[src/logic/brf_regs.svh]
// opcodes, index limit and pointer field codes for the instruction execute block
`ifndef BRF_REGS_SVH
`define BRF_REGS_SVH
`define BRF_OP_BRANCH 4'hD
`define BRF_OP_BITSET 4'h8
`define BRF_OP_ROT 6'h10
`define BRF_OP_COMP 6'h07
`define BRF_OP_CPSEQ 7'h31
`define BRF_OP_SET_FILE_ONES 7'h34
`define BRF_OP_PTRSUB 8'hE9
`define BRF_IDX_LIMIT 8'h5F
`define BRF_PTR_RET 2'h3
`define BRF_PTR_RET_SEL 2'h2
`endif

[src/logic/brf_pkg.sv]
// types shared by the instruction execute block
package brf_pkg;
  typedef struct packed {
    logic [20:0] pc;
    logic [7:0] wreg;
    logic [7:0] fdata;
    logic [3:0] bank;
    logic [11:0] ptr0;
    logic [11:0] ptr1;
    logic [11:0] ptr2;
    logic [20:0] stack_top;
  } brf_core_state_t;
  typedef struct packed {
    logic [11:0] addr;
    logic [7:0] data;
    logic wr;
  } brf_file_acc_t;
endpackage

[src/logic/brf_ptr_sub.sv]
// one pointer register with literal subtract
`timescale 1ns/1ps
module brf_ptr_sub
(
  // clock and reset
  input wire logic clk_in,
  input wire logic sys_rst_in,
  // subtract request
  input wire logic sub_in,
  input wire logic [5:0] lit_in,
  // value
  output logic [11:0] ptr_out
);
  logic [11:0] ptr_d;
  // literal is unsigned, zero extended
  always_comb
  begin
    ptr_d = ptr_out;
    if (sub_in)
      ptr_d = ptr_out - {6'h00, lit_in};
  end
  always_ff @(posedge clk_in)
  begin
    if (sys_rst_in)
      ptr_out <= 12'h000;
    else
      ptr_out <= ptr_d;
  end
endmodule

[src/logic/brf_exec.sv]
// execute stage for branch, bit, rotate and pointer-subtract instructions
`timescale 1ns/1ps
`include "brf_regs.svh"
// Summary of operation
// - relative branch target is incremented pc plus twice signed 11-bit offset.
// - relative branch takes two cycles, second is a no-operation.
// - access bit zero picks access bank, one uses bank select register.
// - access bit zero, extended set, address up to 5Fh is indexed.
// - destination bit zero writes accumulator, one writes file register; bit set and set-file-ones always write file register.
// - rotate right without carry; only negative and zero flags change.
// - subtract 6-bit literal from chosen pointer, no flags, one cycle.
// - pointer field 11 subtracts from pointer 2 then returns from stack.
// - subtract-and-return takes two cycles, second is a no-operation.
module brf_exec
  import brf_pkg::*;
(
  // clock and reset
  input wire logic clk_in,
  input wire logic sys_rst_in,
  // instruction stream, one word per cycle
  input wire logic [15:0] instr_in,
  input wire logic next_two_word_in,
  input wire logic ext_set_in,
  // core context
  input wire logic [20:0] pc_in,
  input wire logic [7:0] wreg_in,
  input wire logic [3:0] bank_select_reg_in,
  input wire logic [20:0] return_stack_top_in,
  input wire logic [7:0] fdata_in,
  // results
  output logic pc_load_out,
  output logic [20:0] pc_next_out,
  output logic pop_out,
  output logic flush_out,
  output brf_file_acc_t file_out,
  output logic wreg_wr_out,
  output logic [7:0] wreg_out,
  output logic [1:0] nz_wr_out,
  output logic [1:0] nz_out,
  output logic [11:0] ptr0_out,
  output logic [11:0] ptr1_out,
  output logic [11:0] ptr2_out
);
  // ************************************************************
  // cycle control
  // ************************************************************
  typedef enum logic [1:0] {EXEC, NOP1, NOP2} brf_state_t;
  brf_state_t state_q, state_d;
  logic idle;
  logic [15:0] op;
  logic [7:0] f;
  logic [11:0] addr;
  logic is_bra, is_bsf, is_rot, is_com, is_cps, is_set_file_ones, is_ptr, is_ret;
  logic [7:0] res;
  logic res_valid, dest_w;
  logic [2:0] psub;
  logic [5:0] lit;
  logic [20:0] target;
  logic pc_load_d, pop_d, flush_d, wwr_d, fwr_d;
  logic [1:0] nzw_d, nz_d;
  logic [20:0] pcn_d;
  logic [7:0] wreg_d;
  brf_file_acc_t file_d;

  assign idle = (state_q == EXEC);
  // the prefetched word is ignored during nop cycles
  assign op = idle ? instr_in : 16'h0000;
  assign f = op[7:0];
  assign lit = op[5:0];
  assign is_bra = idle && (op[15:12] == `BRF_OP_BRANCH) && !op[11];
  assign is_bsf = idle && (op[15:12] == `BRF_OP_BITSET);
  assign is_rot = idle && (op[15:10] == `BRF_OP_ROT);
  assign is_com = idle && (op[15:10] == `BRF_OP_COMP);
  assign is_cps = idle && (op[15:9] == `BRF_OP_CPSEQ);
  assign is_set_file_ones = idle && (op[15:9] == `BRF_OP_SET_FILE_ONES);
  assign is_ptr = idle && (op[15:8] == `BRF_OP_PTRSUB);
  assign is_ret = is_ptr && (op[7:6] == `BRF_PTR_RET);
  assign dest_w = !op[9];

  // ************************************************************
  // operand address and data path
  // ************************************************************
  always_comb
  begin
    if (op[8])
      addr = {bank_select_reg_in, f};
    else if (ext_set_in && (f <= `BRF_IDX_LIMIT))
      addr = ptr2_out + {4'h0, f};
    else
      addr = (f[7]) ? {4'hF, f} : {4'h0, f};
  end

  assign target = pc_in + {{9{op[10]}}, op[10:0], 1'b0};

  always_comb
  begin
    res = fdata_in;
    res_valid = 1'b0;
    nzw_d = 2'b00;
    if (is_bsf)
    begin
      res = fdata_in | (8'h01 << op[11:9]);
      res_valid = 1'b1;
    end
    else if (is_rot)
    begin
      res = {fdata_in[0], fdata_in[7:1]};
      res_valid = 1'b1;
      nzw_d = 2'b11;
    end
    else if (is_com)
    begin
      res = ~fdata_in;
      res_valid = 1'b1;
      nzw_d = 2'b11;
    end
    else if (is_set_file_ones)
    begin
      res = 8'hFF;
      res_valid = 1'b1;
    end
    nz_d = {res[7], (res == 8'h00)};
  end

  // ************************************************************
  // next-state and result registers
  // ************************************************************
  always_comb
  begin
    state_d = EXEC;
    pc_load_d = 1'b0;
    pcn_d = pc_next_out;
    pop_d = 1'b0;
    flush_d = 1'b0;
    wwr_d = res_valid && dest_w && !is_bsf && !is_set_file_ones;
    fwr_d = res_valid && !wwr_d;
    wreg_d = wwr_d ? res : wreg_out;
    file_d = '{addr: addr, data: res, wr: fwr_d};
    unique case (state_q)
      EXEC:
      begin
        if (is_bra)
        begin
          pc_load_d = 1'b1;
          pcn_d = target;
          flush_d = 1'b1;
          state_d = NOP1;
        end
        else if (is_ret)
        begin
          pc_load_d = 1'b1;
          pcn_d = return_stack_top_in;
          pop_d = 1'b1;
          flush_d = 1'b1;
          state_d = NOP1;
        end
        else if (is_cps && (fdata_in == wreg_in))
        begin
          flush_d = 1'b1;
          state_d = next_two_word_in ? NOP2 : NOP1;
        end
      end
      NOP2:
        state_d = NOP1;
      NOP1:
        state_d = EXEC;
    endcase
  end

  always_ff @(posedge clk_in)
  begin
    if (sys_rst_in)
    begin
      state_q <= EXEC;
      pc_load_out <= 1'b0;
      pc_next_out <= 21'h000000;
      pop_out <= 1'b0;
      flush_out <= 1'b0;
      file_out <= '0;
      wreg_wr_out <= 1'b0;
      wreg_out <= 8'h00;
      nz_wr_out <= 2'b00;
      nz_out <= 2'b00;
    end
    else
    begin
      state_q <= state_d;
      pc_load_out <= pc_load_d;
      pc_next_out <= pcn_d;
      pop_out <= pop_d;
      flush_out <= flush_d;
      file_out <= file_d;
      wreg_wr_out <= wwr_d;
      wreg_out <= wreg_d;
      nz_wr_out <= nzw_d;
      nz_out <= nz_d;
    end
  end

  // ************************************************************
  // pointer registers
  // ************************************************************
  // pointer subtract, field 3 maps to pointer 2
  assign psub[0] = is_ptr && (op[7:6] == 2'h0);
  assign psub[1] = is_ptr && (op[7:6] == 2'h1);
  assign psub[2] = is_ptr && ((op[7:6] == `BRF_PTR_RET_SEL) || is_ret);

  brf_ptr_sub u_ptr0 (.clk_in(clk_in), .sys_rst_in(sys_rst_in), .sub_in(psub[0]), .lit_in(lit), .ptr_out(ptr0_out));
  brf_ptr_sub u_ptr1 (.clk_in(clk_in), .sys_rst_in(sys_rst_in), .sub_in(psub[1]), .lit_in(lit), .ptr_out(ptr1_out));
  brf_ptr_sub u_ptr2 (.clk_in(clk_in), .sys_rst_in(sys_rst_in), .sub_in(psub[2]), .lit_in(lit), .ptr_out(ptr2_out));
endmodule

[config.mk]
export PLATFORM = sky130hd
export DESIGN_NAME = brf_exec
export DESIGN_NICKNAME = d
export VERILOG_FILES = /design/src/logic/brf_pkg.sv /design/src/logic/brf_ptr_sub.sv /design/src/logic/brf_exec.sv
export VERILOG_INCLUDE_DIRS = /design/src /design/src/logic
export SDC_FILE = /design/constraint.sdc
export NUM_CORES = 1
export LEC_CHECK = 0
export BUFFER_PORTS_ARGS = -buffer_cell sky130_fd_sc_hd__buf_2
export CORE_MARGIN = 2
export CORE_UTILIZATION = 58
export CTS_CLUSTER_DIAMETER = 120
export DETAILED_ROUTE_END_ITERATION = 10
export HOLD_SLACK_MARGIN = 0.05
export PLACE_DENSITY = 0.87
export SKIP_LAST_GASP = 1
export SLEW_MARGIN = 20
export SYNTH_ARGS = -nofsm -noshare
export SYNTH_HDL_FRONTEND = slang
export SYNTH_SLANG_ARGS = --single-unit
[constraint.sdc]
create_clock -name clk_in -period 8.6 [get_ports clk_in]
set_input_delay 2.58 -clock clk_in [delete_from_list [all_inputs] [get_ports clk_in]]
set_output_delay 2.58 -clock clk_in [all_outputs]
set_load 0.05 [all_outputs]
---- Word-level counts from Yosys, hierarchy flattened ----
Cells that the tools add are included.
cells by class
  add/subtract/negate cells ............... 5
  magnitude comparators ................... 1
  eq/ne operators ......................... 13
  shift-type cells ........................ 1
  mux-type cells .......................... 26
  bitwise operators ....................... 3
  reduce and logical (&&, ||, !) cells .... 32
operators with widths
  cell                   number
  $mux W21               2
  $mux W12               3
  $sub A12 B6 Y12        3
  $mux W8                4
  $add A21 B21 Y21       1
  $logic_and A1 B1 Y1    18
  $mux W16               1
  $eq A7 B6 Y1 const B   2
  $add A12 B8 Y12        1
  $mux W2                6
  $mux W1                9
  $eq A4 B4 Y1 const B   2
  $eq A8 B8 Y1           1
  $eq A8 B8 Y1 const B   1
  $le A8 B7 Y1 const B   1
  $logic_not A8 Y1       1
  $not A8 Y8             1
  $or A8 B8 Y8           1
  $shl A1 B3 Y8 const A  1
  $eq A2 B2 Y1 const B   3
  $eq A6 B3 Y1 const B   1
  $eq A6 B5 Y1 const B   1
  $pmux W2 S3            1
  $logic_not A1 Y1       5
  8 further kinds        11
word-level totals
  flip-flop bits (word level) ............. 96
  input port bits ......................... 82
  output and inout port bits .............. 94
  word-level logic and storage cells ...... 96

---- Longest topological paths before layout ----
Gate-level depths: netlist of run 1.
  word-level depth ........................ 13
  mapped depth ............................ 17

---- Cells and area by module ----
From an unflattened synthesis of run 1, not the netlist that was laid out.
unflattened totals
  cells, all modules ...................... 895
  area, all modules ....................... 6917.9 um^2
by module, submodules not included
  module       instances  cells each  area an instance (um^2)  sequential area each (um^2)
  brf_exec     1          562         4185.3                   1161.1
  brf_ptr_sub  3          111         910.9                    240.2

---- Worst setup path before layout of run 1 ----
Ideal clock, no wire load.
  path type ............................... input to register
  from .................................... input instr_in[0]
  to ...................................... register pc_next_out[16]
  library setup time ...................... 81 ps
  arrival ................................. 4510 ps
  required time ........................... 8519 ps
  slack ................................... 4009 ps
  cell stages on the path ................. 9
  buffers on the path ..................... 0
  cells stage by stage .................... and2_1 -> ha_1 -> a21o_1 -> a221oi_1 -> a21oi_1 -> a21oi_1 -> nor2_1 -> a2111o_1 -> a41oi_1
on the way
  cells in the longest elaborated chain, start to end .. 3
RTL lines
  what                  RTL line         RTL
  from (decl)           brf_exec.sv:21   input wire logic [15:0] instr_in,
  $mux W16              brf_exec.sv:67   assign op = idle ? instr_in : 16'h0000;
  $add A21 B21 Y21      brf_exec.sv:93   assign target = pc_in + {{9{op[10]}}, op[10:0], 1'b0};
  $mux W21              brf_exec.sv:142  if (is_bra)
  to (signal assigned)  brf_exec.sv:189  pc_next_out <= pcn_d;
  to (decl)             brf_exec.sv:32   output logic [20:0] pc_next_out,
Every way passes these cells.
A chain may end at the register's enable or synchronous reset.

---- Worst setup path in the final report of run 1 ----
  from .................................... input instr_in[10]
  to ...................................... register pc_next_out[9]
on the way
  cells in the longest elaborated chain, start to end .. 6
RTL lines
  what                                 RTL line        RTL
  $mux W16                             brf_exec.sv:67
  $eq A8 B8 Y1 (no source line)        -
  $logic_and A1 B1 Y1                  brf_exec.sv:76  assign is_ptr = idle && (op[15:8] == `BRF_OP_PTRSUB);
  $logic_and A1 B1 Y1                  brf_exec.sv:77  assign is_ret = is_ptr && (op[7:6] == `BRF_PTR_RET);
  $reduce_bool A2 Y1 (no source line)  -
  $reduce_and A2 Y1 (no source line)   -
Every way passes these cells.

==> results of run 1 <==
==> worst min path at each step <==
stage                                          startpoint                         endpoint  slack [ns]  cells past startpoint
final                     u_ptr0.ptr_out[11]$_SDFFE_PP0P_  u_ptr0.ptr_out[11]$_SDFFE_PP0P_        0.48                      2
after global placement    u_ptr1.ptr_out[11]$_SDFFE_PP0P_  u_ptr1.ptr_out[11]$_SDFFE_PP0P_        0.46                      2
after detailed placement  u_ptr0.ptr_out[11]$_SDFFE_PP0P_  u_ptr0.ptr_out[11]$_SDFFE_PP0P_        0.47                      2
after CTS                 u_ptr0.ptr_out[11]$_SDFFE_PP0P_  u_ptr0.ptr_out[11]$_SDFFE_PP0P_        0.48                      2
after floorplan                     state_q[1]$_SDFF_PP0_            state_q[1]$_SDFF_PP0_        0.58                      3
after global routing      u_ptr0.ptr_out[11]$_SDFFE_PP0P_  u_ptr0.ptr_out[11]$_SDFFE_PP0P_        0.50                      2
==> cell usage after synthesis, drive strengths merged, types with 3 or more instances <==
cell,number
a21oi,61
o211ai,8
nor4,10
o22ai,9
or2,3
xnor2,34
nand2,85
a31oi,8
a22oi,8
nand3,23
a211oi,24
a221oi,6
clkbuf,39
nand4,7
a2bb2oi,3
or4,10
mux2i,6
nor3,23
buf,17
o21ai,38
and3,13
o21a,5
dfxtp,94
nand3b,5
o41ai,3
or3,11
nor2b,14
o31ai,16
nor4b,3
nand4b,3
nor3b,4
and2,12
a311oi,9
a2111oi,5
a21boi,9
nand2b,6
nor2,112
a21o,3
ha,32
inv,34
xor2,20
fa,3
==> kinds of logic (layout without fill, tap and decap cells) <==
| logic type | Yosys count | count (layout) | synth area share |
|---|---|---|---|
| compound gates | 235 | 235 | 0.237 |
| flops | 94 | 94 | 0.282 |
| simple gates | 354 | 354 | 0.269 |
| xor+xnor | 54 | 54 | 0.0710 |
| mux | 8 | 8 | 0.0124 |
| buf+inv | 90 | 228 | 0.0560 |
| fa+ha+maj | 37 | 37 | 0.0721 |
| other cells | 0 | 1 | 0 |
==> stage by stage <==
step	util	hold slack (ns)	cells	setup WS [ns]
2_1_floorplan	-	0.575	872	4.01
3_3_place_gp	0.662	0.461	1137	3.61
3_5_place_dp	0.662	0.474	1137	3.51
4_1_cts	0.686	0.483	1153	3.85
5_1_grt	0.687	0.500	1154	3.60
6_report	0.687	0.484	1154	3.82
==> cell type report <==
class	instances	share of cell area
flip-flops and latches	94	0.242
multi-input cells	688	0.567
diodes	1	0.000322
repair buffers	178	0.116
clock inverters	5	0.00435
well taps	143	0.0230
clock buffers	11	0.0312
inverters	34	0.0164
==> layer usage <==
layer	GRT usage	vias up	share of wire
met1	0.414	3231	0.43
met2	0.462	386	0.44
li1	-	3417	-
met5	0	-	0
met4	0.147	0	0.037
met3	0.0394	54	0.088
==> worst max-delay path: cells and delay by family <==
| family | cells | cell delay (ns) |
|---|---|---|
| buffers and inverters | 1 | 0.22 |
| AOI/OAI and AO/OA | 1 | 0.39 |
| and+or+nand+nor | 5 | 1.78 |
==> sequential cells by signal, indices dropped and copies added, names as in the netlist <==
name / cells
file_out: 21
pop_out: 1
pc_load_out: 1
wreg_wr_out: 1
wreg_out: 8
state_q: 2
flush_out: 1
pc_next_out: 21
u_ptr2.ptr_out: 12
u_ptr1.ptr_out: 12
u_ptr0.ptr_out: 12
nz_wr_out: 1
nz_out: 1
==> cells in the final DEF, fill, tap and decap left out, types with 4 or more instances in the layout <==
cell / count
a2111oi_0: 5
a211oi_1: 24
a21boi_0: 9
a21oi_1: 60
a221oi_1: 5
a22oi_1: 8
a311oi_1: 9
a31oi_1: 8
and2_1: 11
and3_1: 13
buf_2: 175
clkbuf_16: 9
dfxtp_1: 94
ha_1: 32
inv_1: 34
mux2i_1: 6
nand2_1: 84
nand2b_1: 4
nand3_1: 23
nand3b_1: 5
nand4_1: 7
nor2_1: 112
nor2b_1: 14
nor3_1: 23
nor3b_1: 4
nor4_1: 8
o211ai_1: 8
o21a_1: 5
o21ai_0: 37
o22ai_1: 9
o31ai_1: 15
or3_1: 11
or4_1: 10
xnor2_1: 34
xor2_1: 20
==> power groups by stage <==
stage	Combinational, uW	Sequential [uW]	Clock [uW]
4_1_cts	223	448	380
5_1_grt	246	449	395
3_3_place_gp	218	458	0
2_1_floorplan	128	490	0
3_5_place_dp	222	458	0
6_report	227	448	375
==> impl_metrics.yaml, run 1 <==
detailed_routing:
  drc: 0
  num_vias: 7088
  finalWirelength_um: 19200
  wl_per_cell_um: 16.6
  firstDrtPassIters: 5
  dr.first_iter.drc_count: 822
  via_per_inst: 6.14
  ant_nets: 0
floorplanning:
  core_region_area_um2: 11300
  dieHeight_um: 111
  die_w_um: 111
  rows: 39
  io_pins: 176
  start_util: 0.589
  fp.dieArea_um2: 12400
synth:
  synth_top_cell_by_area: "dfxtp_1"
  synth_edf_count: 0
  ys_warn_count: 0
  synth_cell_types: 80
  syn-cell-area_um2: 6660
  synth-seq-area-share: 0.282
  synth_top_area_frac: 0.282
  syn_nets: 989
  ys_seq_elements: 94
  synthArstFlopShare: 0
  ys.flop_type: "dfxtp_1"
  syn_avg_cell_area_um2: 7.64
  synth_top_cells_by_area: "dfxtp_1, nor2_1, ha_1"
  synthCells: 872
place:
  gp_congestion: 0.939
  io_buffers: 175
  hpwlAfterDp_um: 14200
  place_area_um2: 7490
setup_path:
  rr_worst_depth: 13
  worst_ep_arrival_time_ns: 4.99
  max_stage_delay_ns: 0.48
  cp-end-kind: "flip-flop"
  r2r-end: "pc_next_out[15]$_SDFFE_PP0P_"
  cp.required_ns: 8.81
  path_cells: "buf_2 -> nand4bb_4 -> nor4_4 -> nand3_1 -> nand2_1 -> nor2_1 -> a2111oi_0"
  critPathMaxFanout: 22
  critical_path_class: "in -> reg"
  worstSetupEndpoint: "pc_next_out[9]$_SDFFE_PP0P_"
  startpoint: "instr_in[10]"
  r2r_setup_slack_ns: 5.16
  start_kind: "primary input"
  r2r-start: "state_q[1]$_SDFF_PP0_"
  critPathSlowestCell: "nor4_4"
power_and_ir_drop:
  powerDensity_nw_per_um2: 135
  seq_power_share: 0.427
  cellInternalPower_uw: 727
  clkPwrFrac: 0.357
  p_switching_uw: 324
  report.power.total_uw: 1050
  p_leak_uw: 0.00338
  combPwrFrac: 0.216
  p_sw_frac: 0.308
  irDropWorstVdd_uv: 127
grt:
  antenna_found_initial: 1
  grt_pass1_wl_um: 30900
  grt_overflow: 0
  track_usage: 0.300
  grt_pass1_vias: 6364
  grt_max_degree: 60
clock_tree:
  htreeDepth: 3
  holdBufCountCts: 0
  cts.sinks: 94
  clk_latency_ns: 0.34
  cts_resized: 0
  clk_pin_slew_ns: 0.07
  cts_made_buffers: 9
  cts_tree: "yes"
  clockBufferDepth: 2
  post_cts_buffers: 0
  root_buffer: "clkbuf_16"
cells_and_area:
  regArea_um2: 1880
  multi_input_area_um2: 4410
  fin_nets: 1122
  area_growth_pct: 16.7
  fin_area_um2: 7770
  num-fill-cells: 974
  layout-drive-gt1-share: 0.210
sta:
  hold_viol: 0
  maxSlewHeadroom: 0.446
  rsz0062_at_grt: "no"
  fmax_ghz: 0.209
  setup_violations: 0
  drv_slew: 0
  period_minus_slack_ns: 4.78
  finClkSkew_ns: 0.00500
  timing.setup.tns_ns: 0
  finalCritPeriodShare: 0.555
  worstMarginPinSlew_ns: 0.831
worst_hold_path:
  hold_path.class: "reg -> reg"
status:
  status: "completed"
job:
  cap_violations: 0
Power figures use the tool's default switching activity.
==> inputs of run 2 (changes only) <==
--- a/config.mk
+++ b/config.mk
@@ -6,13 +6,14 @@
 export SDC_FILE = /design/constraint.sdc
 export NUM_CORES = 1
 export LEC_CHECK = 0
+export ABC_AREA = 1
 export BUFFER_PORTS_ARGS = -buffer_cell sky130_fd_sc_hd__buf_2
 export CORE_MARGIN = 2
-export CORE_UTILIZATION = 58
+export CORE_UTILIZATION = 49
 export CTS_CLUSTER_DIAMETER = 120
 export DETAILED_ROUTE_END_ITERATION = 10
 export HOLD_SLACK_MARGIN = 0.05
-export PLACE_DENSITY = 0.87
+export PLACE_DENSITY = 0.78
 export SKIP_LAST_GASP = 1
 export SLEW_MARGIN = 20
 export SYNTH_ARGS = -nofsm -noshare
==> constraint.sdc (replaced) <==
create_clock -name clk_in -period 4.1 [get_ports clk_in]
set_input_delay 1.23 -clock clk_in [delete_from_list [all_inputs] [get_ports clk_in]]
set_output_delay 1.23 -clock clk_in [all_outputs]
set_load 0.05 [all_outputs]
==> run 2 against run 1 <==
Against the previous run: clock power grew 130%; sequential cell count did not move; cell count is 22% higher; global-route usage decreased by 1.2 points; critical path depth is 8 higher; worst hold slack worse by 0.019 ns; largest power group unchanged.
==> impl_metrics.yaml, run 2 <==
status:
  status: "completed"
setup_path:
  crit_top_cell: "nand2_1"
  worst-path-buf-inv: 5
  cp.required_ns: 4.38
  critPathMaxFanout: 27
  crit_family: "simple AND/OR/NAND/NOR gates"
  critPathSlowestCell: "ha_1"
  worst_ep_arrival_time_ns: 3.50
  path_cells: "inv_1 -> ha_1 -> buf_4 -> nand2_1 -> nand2_1 -> nor2_1 -> nand2_1 -> inv_2 -> nand2_4 -> inv_4 -> nand2_4 -> nand2_8 -> inv_2 -> nand2_1 -> a21oi_1"
  max_stage_delay_ns: 0.52
  cp-end-kind: "flip-flop"
  critical_path_class: "reg -> reg"
  start_kind: "flip-flop"
sta:
  finClkSkew_ns: 0.00457
  maxSlewHeadroom: 0.486
  whs_ns: 0.466
  setup_violations: 0
  hold_viol: 0
  period_minus_slack_ns: 3.22
  finalCritPeriodShare: 0.784
  worstMarginPinSlew_ns: 0.764
  setup_ws_ns: 0.884
  fmax_ghz: 0.311
  drv_slew: 0
  timing.setup.tns_ns: 0
  rsz0062_at_grt: "no"
cells_and_area:
  final_cell_mix: "nand2_1, buf_2, inv_1"
  area_growth_pct: 19.3
  reg.largest.list: "file_out x21, pc_next_out x21"
  utilization: 0.605
  stdcell_count: 1405
  antenna_cells: 0
  num-fill-cells: 1366
  fin_nets: 1341
  layout_commonest_cell: "nand2_1"
  layout-drive-gt1-share: 0.185
clock_tree:
  cts_made_buffers: 9
  post_cts_buffers: 0
  htreeDepth: 3
  cts_tree: "yes"
  clockBufferDepth: 2
  cts_resized: 0
  cts.sinks: 94
  root_buffer: "clkbuf_16"
  holdBufCountCts: 0
  clk_latency_ns: 0.35
  clk_pin_slew_ns: 0.07
synth:
  syn_avg_cell_area_um2: 6.36
  synthArstFlopShare: 0
  synthCells: 1063
  synth_top_cells_by_area: "dfxtp_1, nand2_1, inv_1"
  synth_top_cell_by_area: "dfxtp_1"
  synth_edf_count: 0
  yosysMostFrequentCell: "nand2_1"
  syn_nets: 1180
  synth_top_area_frac: 0.278
  synth_cell_types: 49
  synth-seq-area-share: 0.278
  ys_warn_count: 0
  syn-cell-area_um2: 6770
  ys_seq_elements: 94
  synth_common_cells: "nand2_1, inv_1, a21oi_1, o21ai_0, dfxtp_1"
  ys.flop_type: "dfxtp_1"
floorplanning:
  dieHeight_um: 122
  core_region_area_um2: 13300
  fp.dieArea_um2: 14800
  start_util: 0.507
  die_w_um: 122
  rows: 42
  io_pins: 176
worst_hold_path:
  hold_path.class: "reg -> reg"
place:
  dp_slack_ns: 0.620
  gp_congestion: 1.00
  dpl.cell_count: 1389
  io_buffers: 175
  hpwlAfterDp_um: 16700
detailed_routing:
  dr.first_iter.drc_count: 603
  wl_per_cell_um: 15.3
  num_vias: 7665
  ant_nets: 0
  finalWirelength_um: 21400
  drc: 0
  firstDrtPassIters: 5
  via_per_inst: 5.46
grt:
  grt_max_degree: 43
  grt_pass1_wl_um: 33900
  antenna_found_initial: 0
  grt_overflow: 0
  grt_pass1_vias: 6962
  track_usage: 0.287
power_and_ir_drop:
  irDropWorstVdd_uv: 189
  powerDensity_nw_per_um2: 290
  p_leak_uw: 0.00419
job:
  cap_violations: 0
run 2: cell types whose count changed in the layout (fill, tap and decap cells not counted), sizes merged, moves of 14 or more:
| cell | before | now |
|---|---|---|
| nor2b | 14 | 0 |
| nor2 | 112 | 91 |
| xnor2 | 34 | 10 |
| inv | 35 | 142 |
| a21oi | 61 | 98 |
| o21ai | 38 | 101 |
| nand3 | 23 | 76 |
| o31ai | 16 | 0 |
| a211oi | 24 | 7 |
| nand2 | 85 | 266 |
run 2: worst min-delay path: cells and delay by family, from the launching register on:
kind / cells / cell delay (ns)
simple gates: 1 / 0.06
compound gates: 1 / 0.05
flops: 1 / 0.31
run 2: final cells by class:
class	count	area, um^2	area share
multi-input combinational	793	4170	0.517
sequential	94	1880	0.233
timing repair buffer	182	941	0.117
inverter	144	543	0.0673
clock buffer	11	253	0.0313
tap	176	220	0.0273
clock inverter	5	57.6	0.00713
run 2: power by group:
part	switching, uW	leakage [uW]	internal, uW
clock network	372	0.000155	506
logic	366	0.00327	154
registers	7.63	0.000764	933
total	746	0.00419	1590
run 2: cell families (layout without fill, tap and decap cells):
logic type / after synthesis / count (layout) / synth area share
simple gates: 472 / 472 / 0.301
compound gates: 256 / 256 / 0.210
buf+inv: 176 / 342 / 0.105
flops: 94 / 94 / 0.278
fa+ha+maj: 35 / 35 / 0.0681
xor+xnor: 30 / 30 / 0.0388
run 2: path summary, 6_finish.rpt:
path	from	cells after the start	slack, ns	endpoint
worst max-delay path	state_q[0]$_SDFF_PP0_	15	0.88	pc_next_out[16]$_SDFFE_PP0P_
worst min-delay path	pc_next_out[13]$_SDFFE_PP0P_	2	0.47	pc_next_out[13]$_SDFFE_PP0P_
worst min register to register	pc_next_out[13]$_SDFFE_PP0P_	2	0.47	pc_next_out[13]$_SDFFE_PP0P_
worst max register to register	state_q[0]$_SDFF_PP0_	15	0.88	pc_next_out[16]$_SDFFE_PP0P_
run 2: through the flow:
step | instance area (um^2) | total power [uW]
2_1_floorplan | 6770 | 1320
6_report | 8070 | 2340
3_3_place_gp | 7760 | 1470
4_1_cts | 8070 | 2350
3_5_place_dp | 7760 | 1470
5_1_grt | 8070 | 2440
run 2: layer usage:
layer	routed length (um)	global-route usage	up-vias
met5	0	0	-
met2	9400	0.446	333
met1	9830	0.409	3453
li1	-	-	3834
met3	1700	0.0404	45
met4	498	0.0984	0
